<file path="src/hw/sacp_defs.vh">
`ifndef SACP_DEFS_VH
`define SACP_DEFS_VH

// Register byte addresses.
`define SACP_A_RXDATA     8'h00
`define SACP_A_TXDATA     8'h04
`define SACP_A_STATUS     8'h08
`define SACP_A_MTYPE      8'h0C
`define SACP_A_ACCRES_LIN 8'h10
`define SACP_A_ACCRES_STP 8'h14
`define SACP_A_CURRES     8'h18
`define SACP_A_MEMADDR    8'h1C

// Reset values.
`define SACP_RST_MTYPE    8'h55
`define SACP_RST_ACCRES   32'h00000000
`define SACP_RST_CURRES   32'h00000000

// Field positions.
`define SACP_TX_VALID_BIT 8
`define SACP_ST_TXV_BIT   8
`define SACP_ST_RXOK_BIT  9

// Characters.
`define SACP_CH_BANG  8'h21
`define SACP_CH_HASH  8'h23
`define SACP_CH_CR    8'h0D
`define SACP_CH_MINUS 8'h2D
`define SACP_CH_PLUS  8'h2B
`define SACP_CH_ZERO  8'h30
`define SACP_CH_NINE  8'h39
`define SACP_CH_A     8'h41
`define SACP_CH_D     8'h44
`define SACP_CH_Z     8'h5A

// Two-letter command codes.
`define SACP_GET_DEMAND_CURRENT_CMD   16'h4143
`define SACP_GET_ACCEL_RESOLUTION_CMD 16'h4149
`define SACP_SET_SEGMENT_OFFSET_CMD   16'h414F
`define SACP_SET_SEGMENT_NUMBER_CMD   16'h4153
`define SACP_CYCLIC_PROFILE_HERE_CMD  16'h4341
`define SACP_TRIGGERED_CYCLIC_HERE_CMD 16'h4342
`define SACP_QUERY_CURRENT_STEP_CMD   16'h4349

// Motor types, two bits per motor in the type register.
`define SACP_MT_NONE 2'h0
`define SACP_MT_LIN  2'h1
`define SACP_MT_STP  2'h2
`define SACP_MT_MAG  2'h3

// Argument limits.
`define SACP_ACC_LIM    17'h0199A
`define SACP_SEGOFF_MAX 17'h0FFFE
`define SACP_SEGNUM_MAX 17'h000FF
`define SACP_CURVE_MAX  17'h0FFFF

// Error characters sent between '#' and the carriage return.
`define SACP_ERR_NONE   8'h00
`define SACP_ERR_SYNTAX 8'h31
`define SACP_ERR_MOTOR  8'h32
`define SACP_ERR_BUSY   8'h33
`define SACP_ERR_RANGE  8'h34
`define SACP_ERR_CMD    8'h35

`endif

</file>
<file path="src/hw/sacp_buf2.v">
`default_nettype none
module sacp_buf2 #(
	parameter W = 8
) (
	input  wire         sys_clk,
	input  wire         resetn,
	input  wire [W-1:0] in_data,
	input  wire         in_valid,
	output wire         in_ready,
	output wire [W-1:0] out_data,
	output wire         out_valid,
	input  wire         out_ready
);
	reg [W-1:0] ent0_r;
	reg [W-1:0] ent1_r;
	reg [1:0]   cnt_r;
	reg         wp_r;
	reg         rp_r;
	wire        push = in_valid & in_ready;
	wire        pop  = out_valid & out_ready;

	assign in_ready  = (cnt_r != 2'h2);
	assign out_valid = (cnt_r != 2'h0);
	assign out_data  = rp_r ? ent1_r : ent0_r;

	always @(posedge sys_clk) begin
		if (!resetn) begin
			ent0_r <= {W{1'b0}};
			ent1_r <= {W{1'b0}};
			cnt_r  <= 2'h0;
			wp_r   <= 1'b0;
			rp_r   <= 1'b0;
		end else begin
			if (push) begin
				if (wp_r)
					ent1_r <= in_data;
				else
					ent0_r <= in_data;
				wp_r <= ~wp_r;
			end
			if (pop)
				rp_r <= ~rp_r;
			if (push && !pop)
				cnt_r <= cnt_r + 2'h1;
			else if (pop && !push)
				cnt_r <= cnt_r - 2'h1;
		end
	end
endmodule // sacp_buf2
`default_nettype wire

</file>
<file path="src/hw/sacp_parser.v">
`include "sacp_defs.vh"
`default_nettype none
module sacp_parser (
	input  wire        sys_clk,
	input  wire        resetn,
	input  wire        psel,
	input  wire        penable,
	input  wire        pwrite,
	input  wire [7:0]  paddr,
	input  wire [31:0] pwdata,
	output reg  [31:0] prdata,
	output reg         pready,
	output reg         pslverr,
	input  wire [39:0] dem_cur,
	input  wire        trig,
	input  wire [3:0]  cyc_done,
	input  wire [3:0]  cyc_stop,
	output reg  [23:0] mem_addr_r,
	output reg  [3:0]  cyc_active_r,
	output reg         cyc_go_r,
	output reg  [1:0]  cyc_motor_r,
	output reg  [15:0] cyc_curve_r,
	output reg         cpo_load_r
);
	localparam [3:0] S_IDLE = 4'h0, S_C1 = 4'h1, S_C2 = 4'h2, S_ARG = 4'h3,
		S_EXEC = 4'h4, S_HASH = 4'h5, S_ERR = 4'h6, S_SIGN = 4'h7,
		S_DIV = 4'h8, S_DIG = 4'h9, S_CR = 4'hA;

	reg  [3:0]  st_r;
	reg  [15:0] cmd_r;
	reg  [16:0] acc_r;
	reg         neg_r;
	reg         bad_r;
	reg         ovf_r;
	reg         seen_r;
	reg  [7:0]  sel_r;
	reg  [7:0]  mtype_r;
	reg  [31:0] accres_lin_r;
	reg  [31:0] accres_stp_r;
	reg  [31:0] curres_r;
	reg         num_r;
	reg  [7:0]  err_r;
	reg  [31:0] val_r;
	reg         vneg_r;
	reg  [3:0]  pidx_r;
	reg  [3:0]  dig_r;
	reg         started_r;
	reg  [7:0]  txb_r;
	reg         txv_r;
	reg         trig_q_r;
	reg  [3:0]  arm_r;
	reg  [3:0]  stop_r;
	reg  [3:0]  gop_r;
	reg  [3:0]  here_r;
	reg  [15:0] curve_m [0:3];
	reg  [3:0]  act_nxt;
	reg  [3:0]  arm_nxt;
	reg  [3:0]  stop_nxt;
	reg  [3:0]  gop_nxt;
	reg  [3:0]  here_nxt;
	reg         svc;
	reg  [1:0]  svc_i;
	reg  [7:0]  ex_err;
	reg         ex_num;
	reg  [31:0] ex_val;
	reg         ex_neg;
	reg         ex_go;
	reg         ex_arm;
	reg         ex_off;
	reg         ex_seg;
	reg  [31:0] rd_mux;
	reg         rd_map;
	reg  [31:0] pw;
	integer     i;
	integer     j;

	wire        buf_rdy;
	wire [7:0]  tx_head;
	wire        tx_has;
	wire        apb_acc = psel & penable;
	wire        apb_done = apb_acc & pready;
	wire        rx_ok = (st_r <= S_ARG);
	wire        rx_wr = apb_done & pwrite & (paddr == `SACP_A_RXDATA);
	wire        tx_pop = apb_done & ~pwrite & (paddr == `SACP_A_TXDATA) &
		prdata[`SACP_TX_VALID_BIT];
	wire [7:0]  rxb = pwdata[7:0];
	wire [3:0]  rxd = rxb[3:0];
	wire [19:0] acc_mul = {acc_r, 3'b000} + {2'b00, acc_r, 1'b0} +
		{16'h0000, rxd};
	wire        sel_ok = seen_r && sel_r >= `SACP_CH_A &&
		sel_r <= `SACP_CH_D;
	wire [1:0]  mi = sel_r[1:0] - 2'h1;
	wire [1:0]  mt = mtype_r[{mi, 1'b0} +: 2];
	wire [5:0]  dcb = {1'b0, mi, 3'b000} + {3'b000, mi, 1'b0};
	wire [9:0]  dc = dem_cur[dcb +: 10];
	wire [9:0]  dc_mag = dc[9] ? (~dc + 10'h001) : dc;
	wire        tr_rise = trig & ~trig_q_r;
	wire        can = ~txv_r | buf_rdy;
	wire        do_exec = (st_r == S_EXEC);

	always @* begin
		case (pidx_r)
		4'h0: pw = 32'h00000001;
		4'h1: pw = 32'h0000000A;
		4'h2: pw = 32'h00000064;
		4'h3: pw = 32'h000003E8;
		4'h4: pw = 32'h00002710;
		4'h5: pw = 32'h000186A0;
		4'h6: pw = 32'h000F4240;
		4'h7: pw = 32'h00989680;
		4'h8: pw = 32'h05F5E100;
		default: pw = 32'h3B9ACA00;
		endcase
	end

	// Decides the outcome of a complete frame.
	always @* begin
		ex_err = `SACP_ERR_NONE;
		ex_num = 1'b0;
		ex_val = 32'h00000000;
		ex_neg = 1'b0;
		ex_go  = 1'b0;
		ex_arm = 1'b0;
		ex_off = 1'b0;
		ex_seg = 1'b0;
		if (bad_r)
			ex_err = `SACP_ERR_SYNTAX;
		else if (neg_r || ovf_r)
			ex_err = `SACP_ERR_RANGE;
		else begin
			case (cmd_r)
			`SACP_GET_DEMAND_CURRENT_CMD: begin
				if (!sel_ok || mt == `SACP_MT_NONE) begin
					ex_err = `SACP_ERR_MOTOR;
				end else begin
					ex_num = 1'b1;
					ex_val = {22'h00000, dc_mag};
					ex_neg = dc[9];
				end
			end
			`SACP_GET_ACCEL_RESOLUTION_CMD: begin
				ex_num = sel_ok;
				if (sel_ok && mt == `SACP_MT_LIN)
					ex_val = accres_lin_r;
				else if (sel_ok && mt == `SACP_MT_STP)
					ex_val = accres_stp_r;
				else begin
					ex_num = 1'b0;
					ex_err = `SACP_ERR_MOTOR;
				end
			end
			`SACP_QUERY_CURRENT_STEP_CMD: begin
				if (seen_r || acc_r != 17'h00001) begin
					ex_err = `SACP_ERR_SYNTAX;
				end else begin
					ex_num = 1'b1;
					ex_val = curres_r;
				end
			end
			`SACP_SET_SEGMENT_OFFSET_CMD: begin
				if (!sel_ok || mt == `SACP_MT_NONE)
					ex_err = `SACP_ERR_MOTOR;
				else if (acc_r > `SACP_SEGOFF_MAX || acc_r[0])
					ex_err = `SACP_ERR_RANGE;
				else
					ex_off = 1'b1;
			end
			`SACP_SET_SEGMENT_NUMBER_CMD: begin
				if (!sel_ok || mt == `SACP_MT_NONE)
					ex_err = `SACP_ERR_MOTOR;
				else if (acc_r > `SACP_SEGNUM_MAX)
					ex_err = `SACP_ERR_RANGE;
				else
					ex_seg = 1'b1;
			end
			`SACP_CYCLIC_PROFILE_HERE_CMD,
			`SACP_TRIGGERED_CYCLIC_HERE_CMD: begin
				if (!sel_ok || mt == `SACP_MT_NONE)
					ex_err = `SACP_ERR_MOTOR;
				else if (acc_r > `SACP_CURVE_MAX)
					ex_err = `SACP_ERR_RANGE;
				else if (cyc_active_r[mi] || arm_r[mi])
					ex_err = `SACP_ERR_BUSY;
				else if (cmd_r == `SACP_CYCLIC_PROFILE_HERE_CMD)
					ex_go = 1'b1;
				else
					ex_arm = 1'b1;
			end
			default: ex_err = `SACP_ERR_CMD;
			endcase
		end
	end

	// Per-motor cyclic profile bookkeeping; at most one start is issued per cycle, lowest-numbered pending motor first.
	always @* begin
		act_nxt  = cyc_active_r;
		arm_nxt  = arm_r;
		stop_nxt = stop_r;
		gop_nxt  = gop_r;
		here_nxt = here_r;
		svc      = |gop_r;
		svc_i    = 2'h0;
		for (i = 3; i >= 0; i = i - 1) begin
			if (gop_r[i])
				svc_i = i[1:0];
		end
		if (svc) begin
			gop_nxt[svc_i]  = 1'b0;
			here_nxt[svc_i] = 1'b0;
		end
		for (i = 0; i < 4; i = i + 1) begin
			if (cyc_done[i] && cyc_active_r[i] && stop_r[i]) begin
				act_nxt[i]  = 1'b0;
				stop_nxt[i] = 1'b0;
			end else if (cyc_done[i] && cyc_active_r[i]) begin
				gop_nxt[i] = 1'b1;
			end
			if (tr_rise && arm_r[i]) begin
				arm_nxt[i]  = 1'b0;
				act_nxt[i]  = 1'b1;
				gop_nxt[i]  = 1'b1;
				here_nxt[i] = 1'b1;
			end
			if (cyc_stop[i]) begin
				stop_nxt[i] = act_nxt[i];
				arm_nxt[i]  = 1'b0;
			end
		end
		if (do_exec && ex_go) begin
			act_nxt[mi]  = 1'b1;
			gop_nxt[mi]  = 1'b1;
			here_nxt[mi] = 1'b1;
		end
		if (do_exec && ex_arm)
			arm_nxt[mi] = 1'b1;
	end

	always @* begin
		rd_map = 1'b1;
		rd_mux = 32'h00000000;
		if (paddr == `SACP_A_RXDATA)
			rd_mux = 32'h00000000;
		else if (paddr == `SACP_A_TXDATA)
			rd_mux = {23'h00000, tx_has, tx_head};
		else if (paddr == `SACP_A_STATUS)
			rd_mux = {22'h00000, rx_ok, tx_has, arm_r, cyc_active_r};
		else if (paddr == `SACP_A_MTYPE)
			rd_mux = {24'h000000, mtype_r};
		else if (paddr == `SACP_A_ACCRES_LIN)
			rd_mux = accres_lin_r;
		else if (paddr == `SACP_A_ACCRES_STP)
			rd_mux = accres_stp_r;
		else if (paddr == `SACP_A_CURRES)
			rd_mux = curres_r;
		else if (paddr == `SACP_A_MEMADDR)
			rd_mux = {8'h00, mem_addr_r};
		else
			rd_map = 1'b0;
	end

	always @(posedge sys_clk) begin
		if (!resetn) begin
			prdata       <= 32'h00000000;
			pready       <= 1'b0;
			pslverr      <= 1'b0;
			mtype_r      <= `SACP_RST_MTYPE;
			accres_lin_r <= `SACP_RST_ACCRES;
			accres_stp_r <= `SACP_RST_ACCRES;
			curres_r     <= `SACP_RST_CURRES;
		end else begin
			pready  <= 1'b0;
			pslverr <= 1'b0;
			// A byte write waits while the previous frame is being answered.
			if (apb_acc && !pready &&
			    !(pwrite && paddr == `SACP_A_RXDATA && !rx_ok)) begin
				pready  <= 1'b1;
				prdata  <= rd_mux;
				pslverr <= ~rd_map;
			end
			if (apb_done && pwrite) begin
				if (paddr == `SACP_A_MTYPE)
					mtype_r <= pwdata[7:0];
				else if (paddr == `SACP_A_ACCRES_LIN)
					accres_lin_r <= pwdata;
				else if (paddr == `SACP_A_ACCRES_STP)
					accres_stp_r <= pwdata;
				else if (paddr == `SACP_A_CURRES)
					curres_r <= pwdata;
			end
		end
	end

	always @(posedge sys_clk) begin
		if (!resetn) begin
			cyc_active_r <= 4'h0;
			arm_r        <= 4'h0;
			stop_r       <= 4'h0;
			gop_r        <= 4'h0;
			here_r       <= 4'h0;
			trig_q_r     <= 1'b0;
			cyc_go_r     <= 1'b0;
			cyc_motor_r  <= 2'h0;
			cyc_curve_r  <= 16'h0000;
			cpo_load_r   <= 1'b0;
			for (j = 0; j < 4; j = j + 1)
				curve_m[j] <= 16'h0000;
		end else begin
			cyc_active_r <= act_nxt;
			arm_r        <= arm_nxt;
			stop_r       <= stop_nxt;
			gop_r        <= gop_nxt;
			here_r       <= here_nxt;
			trig_q_r     <= trig;
			cyc_go_r     <= svc;
			cpo_load_r   <= svc & here_r[svc_i];
			if (svc) begin
				cyc_motor_r <= svc_i;
				cyc_curve_r <= curve_m[svc_i];
			end
			if (do_exec && (ex_go || ex_arm))
				curve_m[mi] <= acc_r[15:0];
		end
	end

	// Frame parser and reply generator.
	always @(posedge sys_clk) begin
		if (!resetn) begin
			st_r       <= S_IDLE;
			cmd_r      <= 16'h0000;
			acc_r      <= 17'h00000;
			neg_r      <= 1'b0;
			bad_r      <= 1'b0;
			ovf_r      <= 1'b0;
			seen_r     <= 1'b0;
			sel_r      <= 8'h00;
			mem_addr_r <= 24'h000000;
			num_r      <= 1'b0;
			err_r      <= 8'h00;
			val_r      <= 32'h00000000;
			vneg_r     <= 1'b0;
			pidx_r     <= 4'h0;
			dig_r      <= 4'h0;
			started_r  <= 1'b0;
			txb_r      <= 8'h00;
			txv_r      <= 1'b0;
		end else begin
			if (buf_rdy)
				txv_r <= 1'b0;
			case (st_r)
			S_IDLE: begin
				if (rx_wr && rxb == `SACP_CH_BANG) begin
					st_r   <= S_C1;
					acc_r  <= 17'h00000;
					neg_r  <= 1'b0;
					bad_r  <= 1'b0;
					ovf_r  <= 1'b0;
					seen_r <= 1'b0;
				end
			end
			S_C1, S_C2: begin
				if (rx_wr && rxb == `SACP_CH_CR) begin
					bad_r <= 1'b1;
					st_r  <= S_EXEC;
				end else if (rx_wr) begin
					cmd_r <= {cmd_r[7:0], rxb};
					st_r  <= (st_r == S_C1) ? S_C2 : S_ARG;
				end
			end
			S_ARG: begin
				if (rx_wr) begin
					if (rxb == `SACP_CH_CR)
						st_r <= S_EXEC;
					else if (rxb >= `SACP_CH_ZERO &&
					         rxb <= `SACP_CH_NINE) begin
						if (acc_r >= `SACP_ACC_LIM)
							ovf_r <= 1'b1;
						else
							acc_r <= acc_mul[16:0];
					end else if (rxb == `SACP_CH_MINUS)
						neg_r <= 1'b1;
					else if (rxb >= `SACP_CH_A &&
					         rxb <= `SACP_CH_Z) begin
						sel_r  <= rxb;
						seen_r <= 1'b1;
					end else if (rxb != `SACP_CH_PLUS)
						bad_r <= 1'b1;
				end
			end
			S_EXEC: begin
				if (ex_off)
					mem_addr_r[15:0] <= acc_r[15:0];
				if (ex_seg)
					mem_addr_r[23:16] <= acc_r[7:0];
				num_r  <= ex_num;
				err_r  <= ex_err;
				val_r  <= ex_val;
				vneg_r <= ex_neg;
				st_r   <= S_HASH;
			end
			S_HASH: begin
				if (can) begin
					txb_r     <= `SACP_CH_HASH;
					txv_r     <= 1'b1;
					pidx_r    <= 4'h9;
					dig_r     <= 4'h0;
					started_r <= 1'b0;
					if (num_r)
						st_r <= vneg_r ? S_SIGN : S_DIV;
					else
						st_r <= (err_r != `SACP_ERR_NONE) ? S_ERR : S_CR;
				end
			end
			S_ERR: begin
				if (can) begin
					txb_r <= err_r;
					txv_r <= 1'b1;
					st_r  <= S_CR;
				end
			end
			S_SIGN: begin
				if (can) begin
					txb_r <= `SACP_CH_MINUS;
					txv_r <= 1'b1;
					st_r  <= S_DIV;
				end
			end
			S_DIV: begin
				if (val_r >= pw) begin
					val_r <= val_r - pw;
					dig_r <= dig_r + 4'h1;
				end else
					st_r <= S_DIG;
			end
			S_DIG: begin
				if (dig_r == 4'h0 && !started_r && pidx_r != 4'h0) begin
					pidx_r <= pidx_r - 4'h1;
					st_r   <= S_DIV;
				end else if (can) begin
					txb_r     <= `SACP_CH_ZERO | {4'h0, dig_r};
					txv_r     <= 1'b1;
					started_r <= 1'b1;
					dig_r     <= 4'h0;
					pidx_r    <= pidx_r - 4'h1;
					st_r      <= (pidx_r == 4'h0) ? S_CR : S_DIV;
				end
			end
			S_CR: begin
				if (can) begin
					txb_r <= `SACP_CH_CR;
					txv_r <= 1'b1;
					st_r  <= S_IDLE;
				end
			end
			default: st_r <= S_IDLE;
			endcase
		end
	end

	sacp_buf2 #(
		.W(8)
	) u_txbuf (
		.sys_clk   (sys_clk),
		.resetn    (resetn),
		.in_data   (txb_r),
		.in_valid  (txv_r),
		.in_ready  (buf_rdy),
		.out_data  (tx_head),
		.out_valid (tx_has),
		.out_ready (tx_pop)
	);
endmodule // sacp_parser
`default_nettype wire

</file>
<file path="config.mk">
export PLATFORM = sky130hd
export DESIGN_NAME = sacp_parser
export DESIGN_NICKNAME = d
export VERILOG_FILES = /design/src/hw/sacp_buf2.v /design/src/hw/sacp_parser.v
export VERILOG_INCLUDE_DIRS = /design/src /design/src/hw
export SDC_FILE = /design/constraint.sdc
export NUM_CORES = 1
export LEC_CHECK = 0
export ABC_AREA = 0
export BUFFER_PORTS_ARGS = -buffer_cell sky130_fd_sc_hd__buf_2
export CAP_MARGIN = 0
export CORE_MARGIN = 1.5
export CORE_UTILIZATION = 36
export CTS_CLUSTER_SIZE = 8
export DETAILED_ROUTE_END_ITERATION = 16
export PLACE_DENSITY_LB_ADDON = 0.05
export RECOVER_POWER = 25
export SKIP_CTS_REPAIR_TIMING = 1
export SLEW_MARGIN = 20
export SYNTH_ARGS = -nofsm -noshare
export SYNTH_HDL_FRONTEND = slang
export SYNTH_SLANG_ARGS = --single-unit
export TNS_END_PERCENT = 10
</file>
<file path="constraint.sdc">
create_clock -name sys_clk -period 4.5 [get_ports sys_clk]
set_clock_uncertainty 0.05 [all_clocks]
set_input_delay 0.45 -clock sys_clk [delete_from_list [all_inputs] [get_ports sys_clk]]
set_output_delay 0.45 -clock sys_clk [all_outputs]
set_load 0.02 [all_outputs]
</file>
==> parameters.txt <==
Parameter                              Value

Outcome
  Run status    complete, but fails checks
  Failing checks    max-capacitance violations, max-slew violations

STA
  Unrepaired setup endpoints after global routing    false
  Max-slew headroom    -35.2%
  Post-layout minimum cycle time    a little under 4 ns
  Worst-Margin Slew    2.03 ns
  Final Max Tran Viols    63
  Hold_ws    around 0.019 ns
  Final hold viol count    0
  Fmax    0.254 GHz
  Post-route fraction of the period consumed by the critical path    87.5%
  Number of setup violations in the final report    0
  Setup TNS    0 ns

Global routing
  Global-route track usage on met3    3.32%
  Met2 capacity usage during global routing    40.2%
  GRT Residual Overflow    0
  Maximum number of pins on one net before global-route repair    118
  Global-route wire length before repair    115 mm
  Antenna violations before repair    4
  Met1 Use GR    ~35%
  Overall track demand over capacity in global routing    approximately a quarter
  Number of global-route vias before repair    18,400
  Most congested layer reported by global routing    met2

Yosys
  Mapped Avg Cell Area    8.56 um2
  FFs w/ async S/R, synth    0%
  Count of synthesis-stage warnings from yosys    0
  Cell variety after synth    between 90 and 100
  Synthesis-stage register bit count    409
  Post-synth top flop    dfxtp_1
  Synth Instances    2,465
  Number of enable flip-flop cells after synthesis    64
  Synthesized Nets    around 2,600
  Sequential area share after synthesis    41.8%
  Post-synthesis instance area    0.0211 mm2

Power
  Leakage    8.89 nW
  Power density relative to cell area    361 mW/mm2
  Int Pwr    6.42 mW
  Switching share of power    26.7%
  Peak supply drop    approximately 330 uV
  Switching power total    2.33 mW
  Sequential cell fraction of total power    between 40 and 50%
  Part of the total power dissipated in the clock network    44.9%
  Gate power share    11.2%

Final layout
  Area added between synthesis and finish    14.8%
  Fraction of layout instances using a drive strength above 1    10.1%
  Post-Layout Cell Count    3,384
  Number of nets in the finished design    2,767

Route
  Total via count after detailed routing    19,100
  Post-route antenna net violation count    0
  First DRT Iteration DRCs    about 1,400
  Wire length per cell after detailed routing    22.5 um
  Drt first pass iters    7
  Total Routed Length    76.1 mm
  Vias per cell    5.63
  DRC Markers    0

Critical path
  Crit start category    flip-flop
  Worst Setup Path Type    reg2reg
  Capturing element type of the critical path    flip-flop
  Maximum net fanout on the critical path    28
  Worst EP required    4.88 ns
  Data arrival at the endpoint of the critical path    4.32 ns

Job
  Max-capacitance violation count    2

Placement
  Final estimated routing congestion in global placement    0.882
  Placed cell count    between 3,000 and 4,000
  Number of buffers inserted by port buffering    175
  Post-DP HPWL    54.0 mm

Floorplanning
  Top-level port count    176
  Core area    0.0578 mm2
  Standard-cell rows    88
  Die outline height    between 200 and 250 um
  Effective utilization at floorplan    36.5%
  Total Die Area    0.0601 mm2
  Horizontal die dimension    245 um

Clocking
  Clock tree sinks    409
  Clock tree from TritonCTS    built
  Clock-pin slew of the registers on the worst-case setup and hold paths    0.05 ns
  Number of CTS-inserted buffers    57
  Number of buffers between clock root and the deepest sink    3
  Worst skew pair latency    0.61 ns
  Number of H-tree branching levels    2
  CTS root buffer    clkbuf_16

Hold path
  Worst min-delay path class    in2reg
-- flip-flops by register name, indices dropped and copies added, names as in the netlist, 6 cells and up --
| signal | cells |
|---|---|
| cmd_r | 16 |
| u_txbuf.ent1_r | 6 |
| pw | 23 |
| mtype_r | 8 |
| mem_addr_r | 24 |
| prdata | 32 |
| curres_r | 32 |
| val_r | 32 |
| txb_r | 6 |
| accres_stp_r | 32 |
| u_txbuf.ent0_r | 6 |
| sel_r | 8 |
| cyc_curve_r | 16 |
| accres_lin_r | 32 |
| acc_r | 17 |
| curve_m | 64 |
-- per-layer routing --
layer | wire (um) | vias to the layer above | share of wire, %
met5 | 26 | - | 0.034
met1 | 35300 | 9264 | 46
met2 | 34900 | 557 | 46
li1 | - | 9119 | -
met4 | 1920 | 4 | 2.5
met3 | 4000 | 119 | 5.3
-- per-stage QoR --
| step | power [mW] | setup WS (ns) | utilization (%) | instance area, um2 |
|---|---|---|---|---|
| finish | 8.75 | 0.561 | 41.9 | 24200 |
| global route | 9.08 | 0.286 | 41.9 | 24200 |
| CTS | 8.85 | 0.648 | 42.1 | 24300 |
| detailed placement | 4.89 | 0.670 | 39.4 | 22800 |
| global placement | 4.89 | 0.787 | 39.4 | 22800 |
| floorplan | 4.55 | 0.476 | - | 21100 |
-- power groups by stage --
| stage | clock network, mW | logic [mW] | registers, mW |
|---|---|---|---|
| 2_1_floorplan | 0 | 0.670 | 3.88 |
| 3_3_place_gp | 0 | 0.970 | 3.92 |
| 3_5_place_dp | 0 | 0.966 | 3.92 |
| 4_1_cts | 4.03 | 0.972 | 3.84 |
| 5_1_grt | 4.17 | 1.07 | 3.85 |
| 6_report | 3.93 | 0.976 | 3.85 |
-- path summary, 6_finish.rpt --
| check | from | slack (ns) | cells past startpoint | end |
|---|---|---|---|---|
| worst max-delay path | val_r[0] | 0.56 | 12 | val_r[14] |
| worst min-delay path | trig | 0.02 | 2 | trig_q_r |
| worst max register to register | val_r[0] | 0.56 | 12 | val_r[14] |
| worst min register to register | prdata[4] | 0.40 | 2 | prdata[4] |
-- logic make-up (layout without fill, tap and decap cells) --
logic type               count (synthesis)  in the layout  synth area share, %
buffers and inverters                  218            368                 4.13
flip-flops                             409            409                 41.8
other                                    0              4                    0
AO/OA/AOI/OAI                          669            669                 20.3
multiplexers                           122            122                 6.60
AND/OR/NAND/NOR                        924            924                 20.6
XOR/XNOR                                46             46                 1.91
adder cells (fa/ha/maj)                 77             77                 4.67
-- final cells by class --
cell class / count / area, um2
fillers: 5814 / 33600
multi-input cells: 1838 / 11500
flip-flops and latches: 409 / 8830
clock buffers: 75 / 1520
repair buffers: 229 / 1180
well taps: 765 / 957
inverters: 61 / 236
clock inverters: 3 / 41.3
diodes: 4 / 10.0
-- cells in the final DEF, fill, tap and decap left out, types with 14 or more instances in the layout --
| cell | n |
|---|---|
| nand2b_1 | 26 |
| a221oi_1 | 18 |
| nand3_1 | 39 |
| clkbuf_1 | 104 |
| dfxtp_1 | 345 |
| a21oi_1 | 251 |
| nand2_1 | 366 |
| nor2_1 | 223 |
| a21o_1 | 22 |
| and2_1 | 79 |
| clkbuf_16 | 58 |
| nor3_1 | 45 |
| a31oi_1 | 22 |
| a211oi_1 | 18 |
| o21ai_0 | 63 |
| buf_2 | 92 |
| inv_1 | 58 |
| ha_1 | 74 |
| edfxtp_1 | 64 |
| o22ai_1 | 15 |
| or3_1 | 14 |
| o211ai_1 | 14 |
| o31ai_1 | 20 |
| nor2b_1 | 16 |
| and3_1 | 20 |
| buf_4 | 47 |
| xnor2_1 | 27 |
| nor3b_1 | 16 |
| xor2_1 | 19 |
| mux2i_1 | 102 |
| o21ai_1 | 46 |
| a22oi_1 | 71 |
-- synth_stat cells, types with 8 or more instances --
cell type | count | area share, %
and2_1 | 79 | 2.3
nor2b_1 | 17 | 0.50
or3_1 | 14 | 0.41
nor4_1 | 15 | 0.44
mux2i_1 | 102 | 4.8
ha_1 | 74 | 4.4
a221o_1 | 10 | 0.47
nor2_1 | 227 | 4.0
buf_2 | 22 | 0.52
a222oi_1 | 12 | 0.57
o21ai_1 | 43 | 1.0
a31oi_1 | 22 | 0.65
o22ai_1 | 15 | 0.44
a21o_1 | 22 | 0.78
o21a_1 | 13 | 0.46
o31ai_1 | 21 | 0.75
inv_1 | 58 | 1.0
nand4_1 | 12 | 0.36
nand3b_1 | 8 | 0.28
mux4_2 | 13 | 1.4
buf_1 | 8 | 0.14
xnor2_1 | 27 | 1.1
a211oi_2 | 8 | 0.47
dfxtp_1 | 345 | 33
nand2_1 | 366 | 6.5
o211ai_1 | 14 | 0.50
a21oi_1 | 251 | 6.0
nor3_1 | 47 | 1.1
a22oi_1 | 71 | 2.5
clkbuf_1 | 121 | 2.2
nand3_1 | 39 | 0.92
xor2_1 | 19 | 0.79
o21ai_0 | 66 | 1.6
edfxtp_1 | 64 | 9.1
a221oi_1 | 18 | 0.75
and3_1 | 20 | 0.59
a311oi_1 | 12 | 0.50
nand2b_1 | 26 | 0.77
nor3b_1 | 16 | 0.57
a211oi_1 | 18 | 0.64
-- worst max-delay path, cell delays in order (launching register included) --
cell and delay [ns]:
dfxtp_1 0.31, inv_1 0.06, ha_1 0.22, fa_1 0.40
nand2b_1 0.19, a21o_1 0.19, a21oi_1 0.32, a31oi_1 0.24
a21oi_1 0.58, o21ai_1 0.49, nand2_1 0.18, buf_4 0.36
a311oi_1 0.14
Note: power is estimated with default switching activity, not from simulation.
